[config.mk]
export PLATFORM = sky130hd
export DESIGN_NAME = flash_power_security_irq
export DESIGN_NICKNAME = d
export VERILOG_FILES = /design/src/flash_ctl_pkg.sv /design/src/flash_power_security_irq.sv
export SDC_FILE = /design/constraint.sdc
export NUM_CORES = 1
export LEC_CHECK = 0
export BUFFER_PORTS_ARGS = -buffer_cell sky130_fd_sc_hd__buf_2
export CAP_MARGIN = 20
export CELL_PAD_IN_SITES_DETAIL_PLACEMENT = 2
export CELL_PAD_IN_SITES_GLOBAL_PLACEMENT = 2
export CORE_ASPECT_RATIO = 0.8
export CORE_MARGIN = 4
export CORE_UTILIZATION = 27
export DETAILED_ROUTE_END_ITERATION = 7
export HOLD_SLACK_MARGIN = 0.15
export PLACE_DENSITY = 0.84
export SLEW_MARGIN = 20
export SYNTH_ARGS = -nofsm -noshare
export SYNTH_HDL_FRONTEND = slang
export SYNTH_SLANG_ARGS = --single-unit
[constraint.sdc]
create_clock -name i_ref_clk -period 2.3 [get_ports i_ref_clk]
set_input_delay 0 -clock i_ref_clk [delete_from_list [all_inputs] [get_ports i_ref_clk]]
set_output_delay 0 -clock i_ref_clk [all_outputs]
set_load 0.005 [all_outputs]
[src/flash_ctl_pkg.sv]
/*
 * Package for the flash mode, security and interrupt controller: register
 * offsets, field positions, reset values, timing counts and carrier types.
 * Assumes an APB master with 32-bit data and word-aligned registers.
 */
package flash_ctl_pkg;

	// Register byte offsets.
	localparam logic [7:0] CFG_OFS   = 8'h00;
	localparam logic [7:0] STAT_OFS  = 8'h04;
	localparam logic [7:0] PROT_OFS  = 8'h08;
	localparam logic [7:0] SEC_OFS   = 8'h0c;
	localparam logic [7:0] KEY_OFS   = 8'h10;
	localparam logic [7:0] MODE_OFS  = 8'h14;
	localparam logic [7:0] OPT_OFS   = 8'h18;
	localparam logic [7:0] ARRAY_OFS = 8'h1c;

	// Configuration register fields.
	localparam int CFG_BE_IE  = 7;
	localparam int CFG_CC_IE  = 6;
	localparam int CFG_KEY_ACCESS_ACTIVE = 5;
	localparam int CFG_BANK_SELECT  = 0;

	// Status register fields.
	localparam int ST_BE   = 7;
	localparam int ST_CC   = 6;
	localparam int ST_PV   = 5;
	localparam int ST_AE   = 4;

	// Mode register fields (bdm, special single chip, stop, wait).
	localparam int MD_BDM  = 0;
	localparam int MD_SSC  = 1;
	localparam int MD_STOP = 2;
	localparam int MD_WAIT = 3;

	// Key write register: [17:16] key index, [15:0] key word.
	localparam int KEY_IDX_LSB = 16;

	// Security codes.
	localparam logic [1:0] SEC_UNSECURE = 2'h2;
	localparam logic [7:0] OPT_RESET    = 8'hff;
	localparam logic [7:0] PROT_RESET   = 8'hff;
	localparam int         OPT_BACKDOOR_ENABLE_LSB = 6;
	localparam logic [1:0] BACKDOOR_ENABLE_CODE   = 2'h2;

	// Commands.
	localparam logic [7:0] CMD_MASS_ERASE = 8'h41;
	localparam logic [7:0] CMD_PROGRAM    = 8'h20;
	localparam logic [7:0] CMD_SECT_ERASE = 8'h40;
	localparam logic [7:0] CMD_VERIFY     = 8'h05;

	// Command execution time.
	localparam int CLK_MHZ       = 200;
	localparam int CMD_TIME_NS   = 100;
	localparam int CMD_CYCLES    = (CMD_TIME_NS * CLK_MHZ + 999) / 1000;
	localparam int CNT_W         = 8;

	typedef struct packed {
		logic psel;
		logic penable;
		logic pwrite;
		logic [7:0] paddr;
		logic [31:0] pwdata;
	} apb_req_t;

	typedef struct packed {
		logic pready;
		logic pslverr;
		logic [31:0] prdata;
	} apb_rsp_t;

	typedef struct packed {
		logic be;
		logic cc;
		logic pv;
		logic ae;
	} bank_flags_t;

endpackage : flash_ctl_pkg

[src/flash_power_security_irq.sv]
/*
 * Flash command supervisor covering wait, stop, debug and reset behaviour,
 * backdoor key unsecuring and bank-qualified interrupt requests.
 * Assumes an APB master on i_ref_clk and a chip that reports its power and
 * debug mode through the mode register; the array itself is modelled only
 * by a busy timer and the stored key and option words come in as inputs.
 */
`timescale 1ns/1ps

module flash_power_security_irq
#(
	parameter int CMD_TICKS = flash_ctl_pkg::CMD_CYCLES
) (
	// Clock and reset.
	input  wire logic                     i_ref_clk,
	input  wire logic                     i_rst,
	// APB slave.
	input  wire flash_ctl_pkg::apb_req_t  i_apb,
	output flash_ctl_pkg::apb_rsp_t       o_apb,
	// Stored array contents.
	input  wire logic [63:0]              i_backdoor_key,
	input  wire logic [7:0]               i_security_option,
	input  wire logic [31:0]              i_array_rdata,
	// Chip side.
	output logic                          o_irq,
	output logic                          o_high_voltage_on,
	output logic [1:0]                    o_security_state_field
);
	import flash_ctl_pkg::*;

	// The busy timer is CNT_W bits wide and cannot time longer commands.
	if (CMD_TICKS < 1 || CMD_TICKS > (1 << CNT_W) - 1) begin : g_ticks_chk
		$error("CMD_TICKS out of range");
	end

	typedef enum logic [1:0] {
		ST_IDLE = 2'b00,
		ST_RUN  = 2'b01,
		ST_LOAD = 2'b10
	} seq_t;

	typedef struct packed {
		seq_t             seq;
		logic [CNT_W-1:0] cnt;
		logic             bank_run;
		logic             queued;
		logic [7:0]       cmd_q;
		logic [7:0]       cmd_run;
		bank_flags_t [1:0] fl;
		logic             bank_select;
		logic             be_ie;
		logic             cc_ie;
		logic             key_access_active;
		logic [3:0]       mode;
		logic [7:0]       prot;
		logic [1:0]       sec;
		logic [2:0]       key_idx;
		logic             key_bad;
		logic             key_via_dbg;
		logic             hv;
		logic             irq;
		logic             pready;
		logic [31:0]      prdata;
		logic             pslverr;
		logic             sec_loaded;
	} state_t;

	state_t s_q;
	state_t s_d;

	function automatic logic [1:0] key_index(input logic [31:0] d);
		key_index = d[KEY_IDX_LSB +: 2];
	endfunction : key_index

	function automatic logic is_secured(input logic [1:0] sec);
		is_secured = (sec != SEC_UNSECURE);
	endfunction : is_secured

	logic        wr_acc;
	logic        rd_acc;
	logic [7:0]  addr;
	logic [31:0] wd;
	logic        lock;
	logic        stop_entry;
	logic        stop_exit;
	logic        backdoor_enable;
	logic        cmd_ok;
	logic [15:0] key_word;

	// Writes here are accepted and ignored rather than flagged as errors.
	localparam logic [7:0] CMD_OFS_GUARD = KEY_OFS + 8'h20;

	assign addr   = i_apb.paddr;
	assign wd     = i_apb.pwdata;
	assign wr_acc = i_apb.psel & i_apb.penable & i_apb.pwrite & ~s_q.pready;
	assign rd_acc = i_apb.psel & i_apb.penable & ~i_apb.pwrite & ~s_q.pready;
	assign backdoor_enable  = (i_security_option[OPT_BACKDOOR_ENABLE_LSB +: 2] == BACKDOOR_ENABLE_CODE);
	assign key_word = i_backdoor_key[16*key_index(wd) +: 16];

	always_comb begin
		s_d = s_q;
		s_d.pready  = 1'b0;
		s_d.pslverr = 1'b0;
		lock = s_q.fl[0].ae | s_q.fl[0].pv | s_q.fl[1].ae | s_q.fl[1].pv;
		stop_entry = 1'b0;
		stop_exit  = 1'b0;
		// Secured special mode only takes mass erase; debug unsecured all.
		cmd_ok = !(s_q.mode[MD_SSC] && is_secured(s_q.sec)) ||
			(s_q.cmd_q == CMD_MASS_ERASE);

		// Command engine; wait mode has no effect so work completes.
		case (s_q.seq)
		ST_RUN: begin
			if (s_q.cnt == CNT_W'(1)) begin
				if (s_q.queued && !lock) begin
					s_d.cmd_run = s_q.cmd_q;
					s_d.queued  = 1'b0;
					s_d.cnt     = CNT_W'(CMD_TICKS);
					s_d.fl[s_q.bank_run].be = 1'b1;
				end else begin
					s_d.seq = ST_IDLE;
					s_d.hv  = 1'b0;
					s_d.fl[s_q.bank_run].cc = 1'b1;
				end
			end else begin
				s_d.cnt = s_q.cnt - CNT_W'(1);
			end
		end
		ST_LOAD: begin
			s_d.seq = ST_RUN;
			s_d.cnt = CNT_W'(CMD_TICKS);
			s_d.hv  = 1'b1;
			s_d.cmd_run = s_q.cmd_q;
			s_d.queued  = 1'b0;
			s_d.fl[s_q.bank_run].be = 1'b1;
		end
		ST_IDLE: ;
		default: s_d.seq = ST_IDLE;
		endcase

		// Bus access.
		if (wr_acc || rd_acc)
			s_d.pready = 1'b1;
		if (wr_acc) begin
			case (addr)
			CFG_OFS: begin
				s_d.be_ie  = wd[CFG_BE_IE];
				s_d.cc_ie  = wd[CFG_CC_IE];
				s_d.bank_select  = wd[CFG_BANK_SELECT];
				s_d.key_access_active = wd[CFG_KEY_ACCESS_ACTIVE];
				if (wd[CFG_KEY_ACCESS_ACTIVE] && !s_q.key_access_active) begin
					s_d.key_idx = 3'h0;
					s_d.key_bad = 1'b0;
					s_d.key_via_dbg = 1'b0;
				end
				if (!wd[CFG_KEY_ACCESS_ACTIVE] && s_q.key_access_active) begin
					// Protection and stored words are left untouched.
					if (s_q.key_idx == 3'h4 && !s_q.key_bad &&
						!s_q.key_via_dbg)
						s_d.sec = SEC_UNSECURE;
				end
			end
			STAT_OFS: begin
				if (wd[ST_AE])
					s_d.fl[s_q.bank_select].ae = 1'b0;
				if (wd[ST_PV])
					s_d.fl[s_q.bank_select].pv = 1'b0;
				if (wd[ST_BE] && s_q.fl[s_q.bank_select].be && !lock) begin
					if (cmd_ok) begin
						s_d.fl[s_q.bank_select].be = 1'b0;
						s_d.fl[s_q.bank_select].cc = 1'b0;
						// A command ending in this very cycle must not leave
						// the new one queued behind an idle engine.
						if (s_d.seq == ST_IDLE) begin
							s_d.seq = ST_LOAD;
							s_d.bank_run = s_q.bank_select;
						end else begin
							s_d.queued = 1'b1;
						end
					end else begin
						s_d.fl[s_q.bank_select].ae = 1'b1;
					end
				end
			end
			PROT_OFS: begin
				if (s_q.mode[MD_BDM])
					s_d.prot = wd[7:0];
			end
			KEY_OFS: begin
				if (backdoor_enable && s_q.key_access_active) begin
					// Each word must arrive in order and match.
					if (key_index(wd) != s_q.key_idx[1:0] ||
						s_q.key_idx == 3'h4 || wd[15:0] != key_word)
						s_d.key_bad = 1'b1;
					if (s_q.key_idx != 3'h4)
						s_d.key_idx = s_q.key_idx + 3'h1;
					if (s_q.mode[MD_BDM] && s_q.mode[MD_SSC])
						s_d.key_via_dbg = 1'b1;
				end
			end
			MODE_OFS: begin
				s_d.mode = wd[3:0];
				stop_entry = wd[MD_STOP] & ~s_q.mode[MD_STOP];
				stop_exit  = ~wd[MD_STOP] & s_q.mode[MD_STOP];
			end
			CMD_OFS_GUARD: ;
			default: s_d.pslverr = 1'b1;
			endcase
			if (addr == ARRAY_OFS && s_q.fl[s_q.bank_select].be) begin
				s_d.cmd_q = wd[31:24];
				s_d.pslverr = 1'b0;
			end
		end

		if (stop_entry && s_q.seq != ST_IDLE) begin
			s_d.seq = ST_IDLE;
			s_d.hv  = 1'b0;
			s_d.fl[s_q.bank_run].cc = 1'b1;
			s_d.fl[s_q.bank_run].ae = 1'b1;
		end
		if (stop_exit) begin
			s_d.queued = 1'b0;
			s_d.fl[0].be = 1'b1;
			s_d.fl[1].be = 1'b1;
		end

		if (rd_acc) begin
			case (addr)
			CFG_OFS: s_d.prdata = {24'h0, s_q.be_ie, s_q.cc_ie, s_q.key_access_active,
				4'h0, s_q.bank_select};
			STAT_OFS: s_d.prdata = {24'h0, s_q.fl[s_q.bank_select].be,
				s_q.fl[s_q.bank_select].cc, s_q.fl[s_q.bank_select].pv,
				s_q.fl[s_q.bank_select].ae, 4'h0};
			PROT_OFS: s_d.prdata = {24'h0, s_q.prot};
			SEC_OFS:  s_d.prdata = {30'h0, s_q.sec};
			MODE_OFS: s_d.prdata = {28'h0, s_q.mode};
			OPT_OFS:  s_d.prdata = {24'h0, i_security_option};
			ARRAY_OFS: s_d.prdata = (s_q.key_access_active || s_q.seq != ST_IDLE) ?
				32'hffffffff : i_array_rdata;
			default: begin
				s_d.prdata  = 32'h0;
				s_d.pslverr = 1'b1;
			end
			endcase
		end

		// The option byte is taken once, on the first edge after reset, so
		// a backdoor unsecure lasts only until the next reset.
		s_d.sec_loaded = 1'b1;
		if (!s_q.sec_loaded)
			s_d.sec = i_security_option[1:0];

		// Only the selected bank's flags can raise a request.
		s_d.irq = (s_d.be_ie & s_d.fl[s_d.bank_select].be) |
			(s_d.cc_ie & s_d.fl[s_d.bank_select].cc);
	end

	// Reset clears any command; security comes back from the options.
	always_ff @(posedge i_ref_clk or posedge i_rst) begin
		if (i_rst)
			s_q <= '{seq: ST_IDLE, fl: {4'b1100, 4'b1100}, prot: PROT_RESET,
				sec: 2'h3, default: '0};
		else
			s_q <= s_d;
	end

	assign o_apb = '{pready: s_q.pready, pslverr: s_q.pslverr,
		prdata: s_q.prdata};
	assign o_irq = s_q.irq;
	assign o_high_voltage_on = s_q.hv;
	assign o_security_state_field = s_q.sec;

	property p_stop_abort;
		@(posedge i_ref_clk) disable iff (i_rst)
		(stop_entry && s_q.seq != ST_IDLE) |=>
			(s_q.seq == ST_IDLE && !s_q.hv && s_q.fl[$past(s_q.bank_run)].ae);
	endproperty
	a_stop_abort: assert property (p_stop_abort)
		else $error("stop did not abort command");

	property p_stop_exit;
		@(posedge i_ref_clk) disable iff (i_rst)
		stop_exit |=> (!s_q.queued && s_q.fl[0].be && s_q.fl[1].be);
	endproperty
	a_stop_exit: assert property (p_stop_exit)
		else $error("stop exit did not drop queue");

	property p_lock;
		@(posedge i_ref_clk) disable iff (i_rst)
		(lock && s_q.seq == ST_IDLE) |=> s_q.seq != ST_LOAD;
	endproperty
	a_lock: assert property (p_lock)
		else $error("command launched while locked");

	property p_key_access_active_read;
		@(posedge i_ref_clk) disable iff (i_rst)
		(rd_acc && addr == ARRAY_OFS && s_q.key_access_active) |=>
			s_q.prdata == 32'hffffffff;
	endproperty
	a_key_access_active_read: assert property (p_key_access_active_read)
		else $error("array read valid during key access");

	property p_irq;
		@(posedge i_ref_clk) disable iff (i_rst)
		o_irq == ((s_q.be_ie && s_q.fl[s_q.bank_select].be) ||
			(s_q.cc_ie && s_q.fl[s_q.bank_select].cc));
	endproperty
	a_irq: assert property (p_irq)
		else $error("interrupt not bank qualified");

	property p_prot;
		@(posedge i_ref_clk) disable iff (i_rst)
		!s_q.mode[MD_BDM] |=> $stable(s_q.prot);
	endproperty
	a_prot: assert property (p_prot)
		else $error("protection changed outside debug");

	property p_unsec;
		@(posedge i_ref_clk) disable iff (i_rst)
		($changed(s_q.sec) && $past(s_q.sec_loaded)) |->
			($past(s_q.key_idx) == 3'h4 && !$past(s_q.key_bad));
	endproperty
	a_unsec: assert property (p_unsec)
		else $error("unsecured without full key match");

	property p_launch;
		@(posedge i_ref_clk) disable iff (i_rst)
		(s_q.seq == ST_LOAD) |=> (s_q.seq == ST_RUN && s_q.hv &&
			!s_q.fl[s_q.bank_run].cc);
	endproperty
	a_launch: assert property (p_launch)
		else $error("launch did not start command");

	property p_sec_load;
		@(posedge i_ref_clk) disable iff (i_rst)
		!s_q.sec_loaded |=>
			s_q.sec == $past(i_security_option[1:0]);
	endproperty
	a_sec_load: assert property (p_sec_load)
		else $error("security not taken from option byte");

	property p_wait_run;
		@(posedge i_ref_clk) disable iff (i_rst)
		(s_q.mode[MD_WAIT] && s_q.seq == ST_RUN && s_q.cnt != CNT_W'(1) &&
			!stop_entry) |=> s_q.seq == ST_RUN;
	endproperty
	a_wait_run: assert property (p_wait_run)
		else $error("command abandoned in wait mode");

endmodule : flash_power_security_irq

* After elaboration in Yosys (flattened, before gate mapping)
Index checks and enable logic that the tools add are counted.
Operators by class: equality and inequality tests 30, shift operators 1, multiply operators 0, add/sub/neg operators 2, $lt $le $gt $ge 5, reduce and logical (&&, ||, !) cells 45, divide/modulo/power cells 0, bitwise operators 17, multiplexer cells 95
Operators by type and width (count):
- one-hot mux 32 bit (7 select lines) | 1
- 2-to-1 mux 8 bit | 17
- bitwise mux 8 bit | 9
- variable part select 64 x 7 -> 16 bit | 1
- == test 8 x 5 -> 1 bit (second input constant) | 4
- 2-to-1 mux 32 bit | 1
- 2-to-1 mux 4 bit | 8
- one-hot mux 8 bit (2 select lines) | 2
- 2-to-1 mux 31 bit | 1
- demux 4 bit (select 1 bit) | 7
- 2-to-1 mux 1 bit | 26
- 2-to-1 mux 2 bit | 13
- AND reduction 5 bit | 4
- == test 8 x 4 -> 1 bit (second input constant) | 2
- inequality test 16 bit | 1
- logical AND 1 bit | 14
- inequality test 2 bit (second input constant) | 6
- inequality test 3 bit (second input constant) | 4
- 2-to-1 mux 5 bit | 2
- one-hot mux 5 bit (2 select lines) | 1
- AND 1 bit | 9
- 2-to-1 mux 3 bit | 3
- 2-to-1 mux 9 bit | 1
- == test 8 x 1 -> 1 bit (second input constant) | 1
- other kinds (27) | 57
Storage, ports and cells: latch bits 0, memories 0, logic and storage cells 224, bits in read-only memories 0, memory bits (writable) 0, output and inout bits 38, bits in registers 88, bits of input ports 149

* Longest topological paths before layout
depth after elaboration 30, mapped depth 9, mapped depth without buffers 8

* Worst setup path after synthesis
OpenSTA, ideal clock, no wires.
path type register to register, from reg s_q[39] (netlist name), to reg s_q[38] (netlist name), library setup time 0.127 ns, arrival time 2.171 ns, data required time 2.173 ns, stages on the path, launching flop included 9, clock period less this slack 2.299 ns, slack 0.001 ns, path buffers 0, path through dfrtp_1 > inv_1 > ha_1 > nand2_1 > nand4_1 > or3_1 > or4_1 > o21ai_2 > mux2_1
Between the ends: longest elaborated chain between the ends 5, elaborated cells between the ends (all ways) 6, classes of those cells 3 x eq/ne; 3 x reduce/logical
RTL lines:
- start, declared | RTL line flash_power_security_irq.sv:68 | state_t s_q;
- start signal, assigned | RTL line flash_power_security_irq.sv:261 | s_q <= '{seq: ST_IDLE, fl: {4'b1100, 4'b1100}, prot: PROT_RESET,
- == test 3 bit / inequality test 2 bit (equally long branches) | RTL line flash_power_security_irq.sv:193, flash_power_security_irq.sv:192
- logical OR 1 bit (*) | RTL line flash_power_security_irq.sv:192 | if (key_index(wd) != s_q.key_idx[1:0] ||
- logical OR 1 bit (*) | RTL line flash_power_security_irq.sv:193 | s_q.key_idx == 3'h4 || wd[15:0] != key_word)
- inequality test 2 bit (no line) (*)
- AND reduction 5 bit (no line) (*)
Every way passes the cells marked *; elsewhere a longest branch is shown, timed or not. A chain may end at the register's enable or synchronous reset.

* Final worst setup path
from reg s_q[87] (netlist name), to reg s_q[85] (netlist name)
Between the ends: longest elaborated chain between the ends 5
RTL lines:
- == test 8 x 1 -> 1 bit | RTL line flash_power_security_irq.sv:114 | if (s_q.cnt == CNT_W'(1)) begin
- 2-to-1 mux 2 bit | RTL line flash_power_security_irq.sv:114
- one-hot mux 2 bit (3 select lines) | RTL line flash_power_security_irq.sv:112 | case (s_q.seq)
- zero test 2 bit | RTL line flash_power_security_irq.sv:174 | if (s_d.seq == ST_IDLE) begin
- AND reduction 5 bit (no line)
No other way between the ends.

==> metrics.yaml <==
grt_pass1_vias: 6546
crit_fanout: 4
worst_setup_path_start_kind: "flop"
crit_required_ns: 2.54
setup_viol: 0
synth_seq_area_share_pct: 39.9
dieArea_um2: 23000
fin_crit_sh_pct: 100
setup_tns_ns: 0
grt_usage_pct: 21.9
initial_core_util_pct: 27.8
clk_pin_slew_ns: 0.07
dr.max_layer_used: "met4"
fp.dieH_um: 136
p_leak_nw: 3.59
drc_errors: 0
m1WireLength_mm: 10.1
synth_edf_count: 0
rsz0062_at_grt: "true"
wl_mm: 25.7
dp_cells: 1005
p_per_area_nw_per_um2: 549
muxShareOfSynthArea_pct: 14.4
dpl.hpwl_mm: 16.9
layout-drive-gt1-share_pct: 43.0
cp_cell_sequence: "inv_2 -> ha_4 -> or3b_4 -> a211o_4 -> and2_4 -> a21o_1 -> a21boi_2 -> mux2_4"
fin_crit_ns: 2.30
status: "completed"
yosysMostFrequentCell: "dfrtp_1"
grt-ovfl-total: 0
tritoncts: "yes"
routedWlPerCell_um: 23.8
synth-main-ff-cell: "dfrtp_1"
place_area_um2: 6810
reg2reg_to: "s_q[85]"
nNetsFinal: 964
dr_wl_met2_mm: 12.6
place.gp.congestion: 0.850
drt_first_iter_violations: 412
synth_top_area_share_pct: 33.3
hold_viol_final: 0
synthAdderAreaFrac_pct: 1.80
cts_max_path_buffers: 2
synth-compound-area-share_pct: 13.8
max_stage_delay_ns: 0.41
vias_per_cell: 5.33
vdd.ir_drop.worst_mv: 0.377
postSynthCellCount: 577
synth_area_leaders: "dfrtp_1 33%, dfstp_2 6.6%, mux4_2 5.7%, buf_4 5.3%, mux2_2 5.3%"
coreArea_um2: 20000
crit_path_start: "s_q[87]"
netlist_area_um2: 5570
max_freq_mhz: 435
slew_viol_final: 0
maxCapViolCount: 0
crit_arrival_ns: 2.54
vias: 5743
antenna_left: 0
fin_skew_ns: 0.0170
clock-root-buffer: "clkbuf_16"
r2r_cells: 8
yosys.area.top_type: "dfrtp_1"
antenna_found_initial: 1
crit_slowest_cell: "or3b_4"
reg2reg_slack_ns: 0.00004
cp-endpoint: "s_q[85]"
clk_latency_ns: 0.36
worstSetupEndpointType: "flop"
area_delta_synth_final_pct: 40.2
synth_xor_area_share_pct: 3.62
synth_area_per_cell_um2: 9.65
fin_cells: 1077
yosysWarningCount: 0
yosys.area_share.simple_pct: 17.8
grt_max_degree: 43
synth_top_family_by_area: "simple AND/OR/NAND/NOR gates"
dr_wl_met3_mm: 1.89
drt-pass1-iter-count: 5
htreeDepth: 3
cts_buffers: 9
async_flop_share_pct: 100
fp.dieW_um: 169
yosys-top-cells-count: "74 x dfrtp_1, 60 x nand2_1, 53 x nor2_1"
ys_ff_latch: 88
grt_pass1_wl_mm: 38.7
post-route-cell-area_um2: 7810
num_rows: 46
hold_path_class: "in2reg"
worst_pin_slew_ns: 0.895
syn-num-nets: 734
fillers: 2202
synthDistinctLibCells: 71
cts.sinks: 88
timing.rr.start: "s_q[87]"
path_class: "reg2reg"
port_buffers: 180
ios: 187
slew_headroom_pct: 39.8
worst min path at each step:
stage                     depth (start not counted)             start        end  slack (ns)
after CTS                                         5  i_array_rdata[3]   o_apb[3]        0.16
after floorplan                                   1          i_apb[5]    s_q[65]        0.10
after global routing                              5  i_array_rdata[2]   o_apb[2]        0.23
final                                             4  i_array_rdata[7]   o_apb[7]        0.18
after global placement                            2             i_rst  o_apb[11]        0.03
after detailed placement                          2             i_rst  o_apb[33]        0.04
power breakdown:
part | leakage [nW] | internal [mW] | total [mW] | switching, mW
sequential | 1.12 | 1.68 | 1.77 | 0.0930
combinational | 2.32 | 0.474 | 0.987 | 0.513
clock | 0.143 | 0.848 | 1.53 | 0.682
total | 3.59 | 3.00 | 4.29 | 1.29
worst max-delay path: cells and delay by family (launching register included):
family | cells | cell delay (ns)
and+or+nand+nor | 2 | 0.56
muxes | 1 | 0.31
DFF | 1 | 0.40
adders and majority gates | 1 | 0.12
buffers and inverters | 1 | 0.08
AOI/OAI and AO/OA | 3 | 0.70
registers in the layout, summed over array words and instances, names as in the netlist:
signal	cells
s_q	50
o_apb	34
o_high_voltage_on	1
o_security_state_field	2
o_irq	1
timing repair:
action	in CTS	in global routing
buffers inserted	3	6
setup endpoints to repair	12	11
pin swaps	7	9
endpoints found under the hold margin	129	0
resized for setup	16	21
hold buffers	47	0
cell type report:
class,instances,area [um2],share of cell area [%]
well taps,264,330,4.23
flip-flops and latches,88,2220,28.5
repair buffers,282,1830,23.5
diodes,1,2.50,0.0321
clock inverters,6,65.1,0.833
inverters,24,91.3,1.17
multi-input cells,402,3030,38.9
clock buffers,10,229,2.93
cells in the final DEF, fill, tap and decap left out, types with 19 or more instances in the layout:
master / instances
a21oi_1: 23
buf_2: 180
buf_4: 51
dfrtp_1: 73
dlygate4sd3_1: 47
inv_1: 19
mux2_2: 25
nand2_1: 59
nor2_1: 52
o21ai_0: 44
through the flow:
step	worst slack, ns	power, mW	util [%]	hold WS, ns
global route	-0.0777	4.47	39.0	0.230
CTS	-0.0110	4.22	38.2	0.155
finish	0.0000402	4.29	39.0	0.181
global placement	-0.0577	2.55	34.0	0.0306
floorplan	0.00128	2.20	-	0.100
detailed placement	-0.172	2.60	34.0	0.0352
metal layers:
| layer | track usage [%] | vias to the layer above |
|---|---|---|
| li1 | - | 2494 |
| met1 | 25.7 | 2885 |
| met2 | 38.2 | 296 |
| met3 | 5.20 | 68 |
| met4 | 9.91 | 0 |
| met5 | 0 | - |
cells by family (layout without fill, tap and decap cells):
kind of cell / count (synthesis) / after routing
adder cells (fa/ha/maj): 8 / 8
AND/OR/NAND/NOR: 189 / 189
buffers and inverters: 87 / 322
flip-flops: 88 / 88
other: 1 / 2
AO/OA/AOI/OAI: 122 / 122
multiplexers: 59 / 59
XOR/XNOR: 23 / 23
No activity file was read; power rests on OpenSTA's default activity.
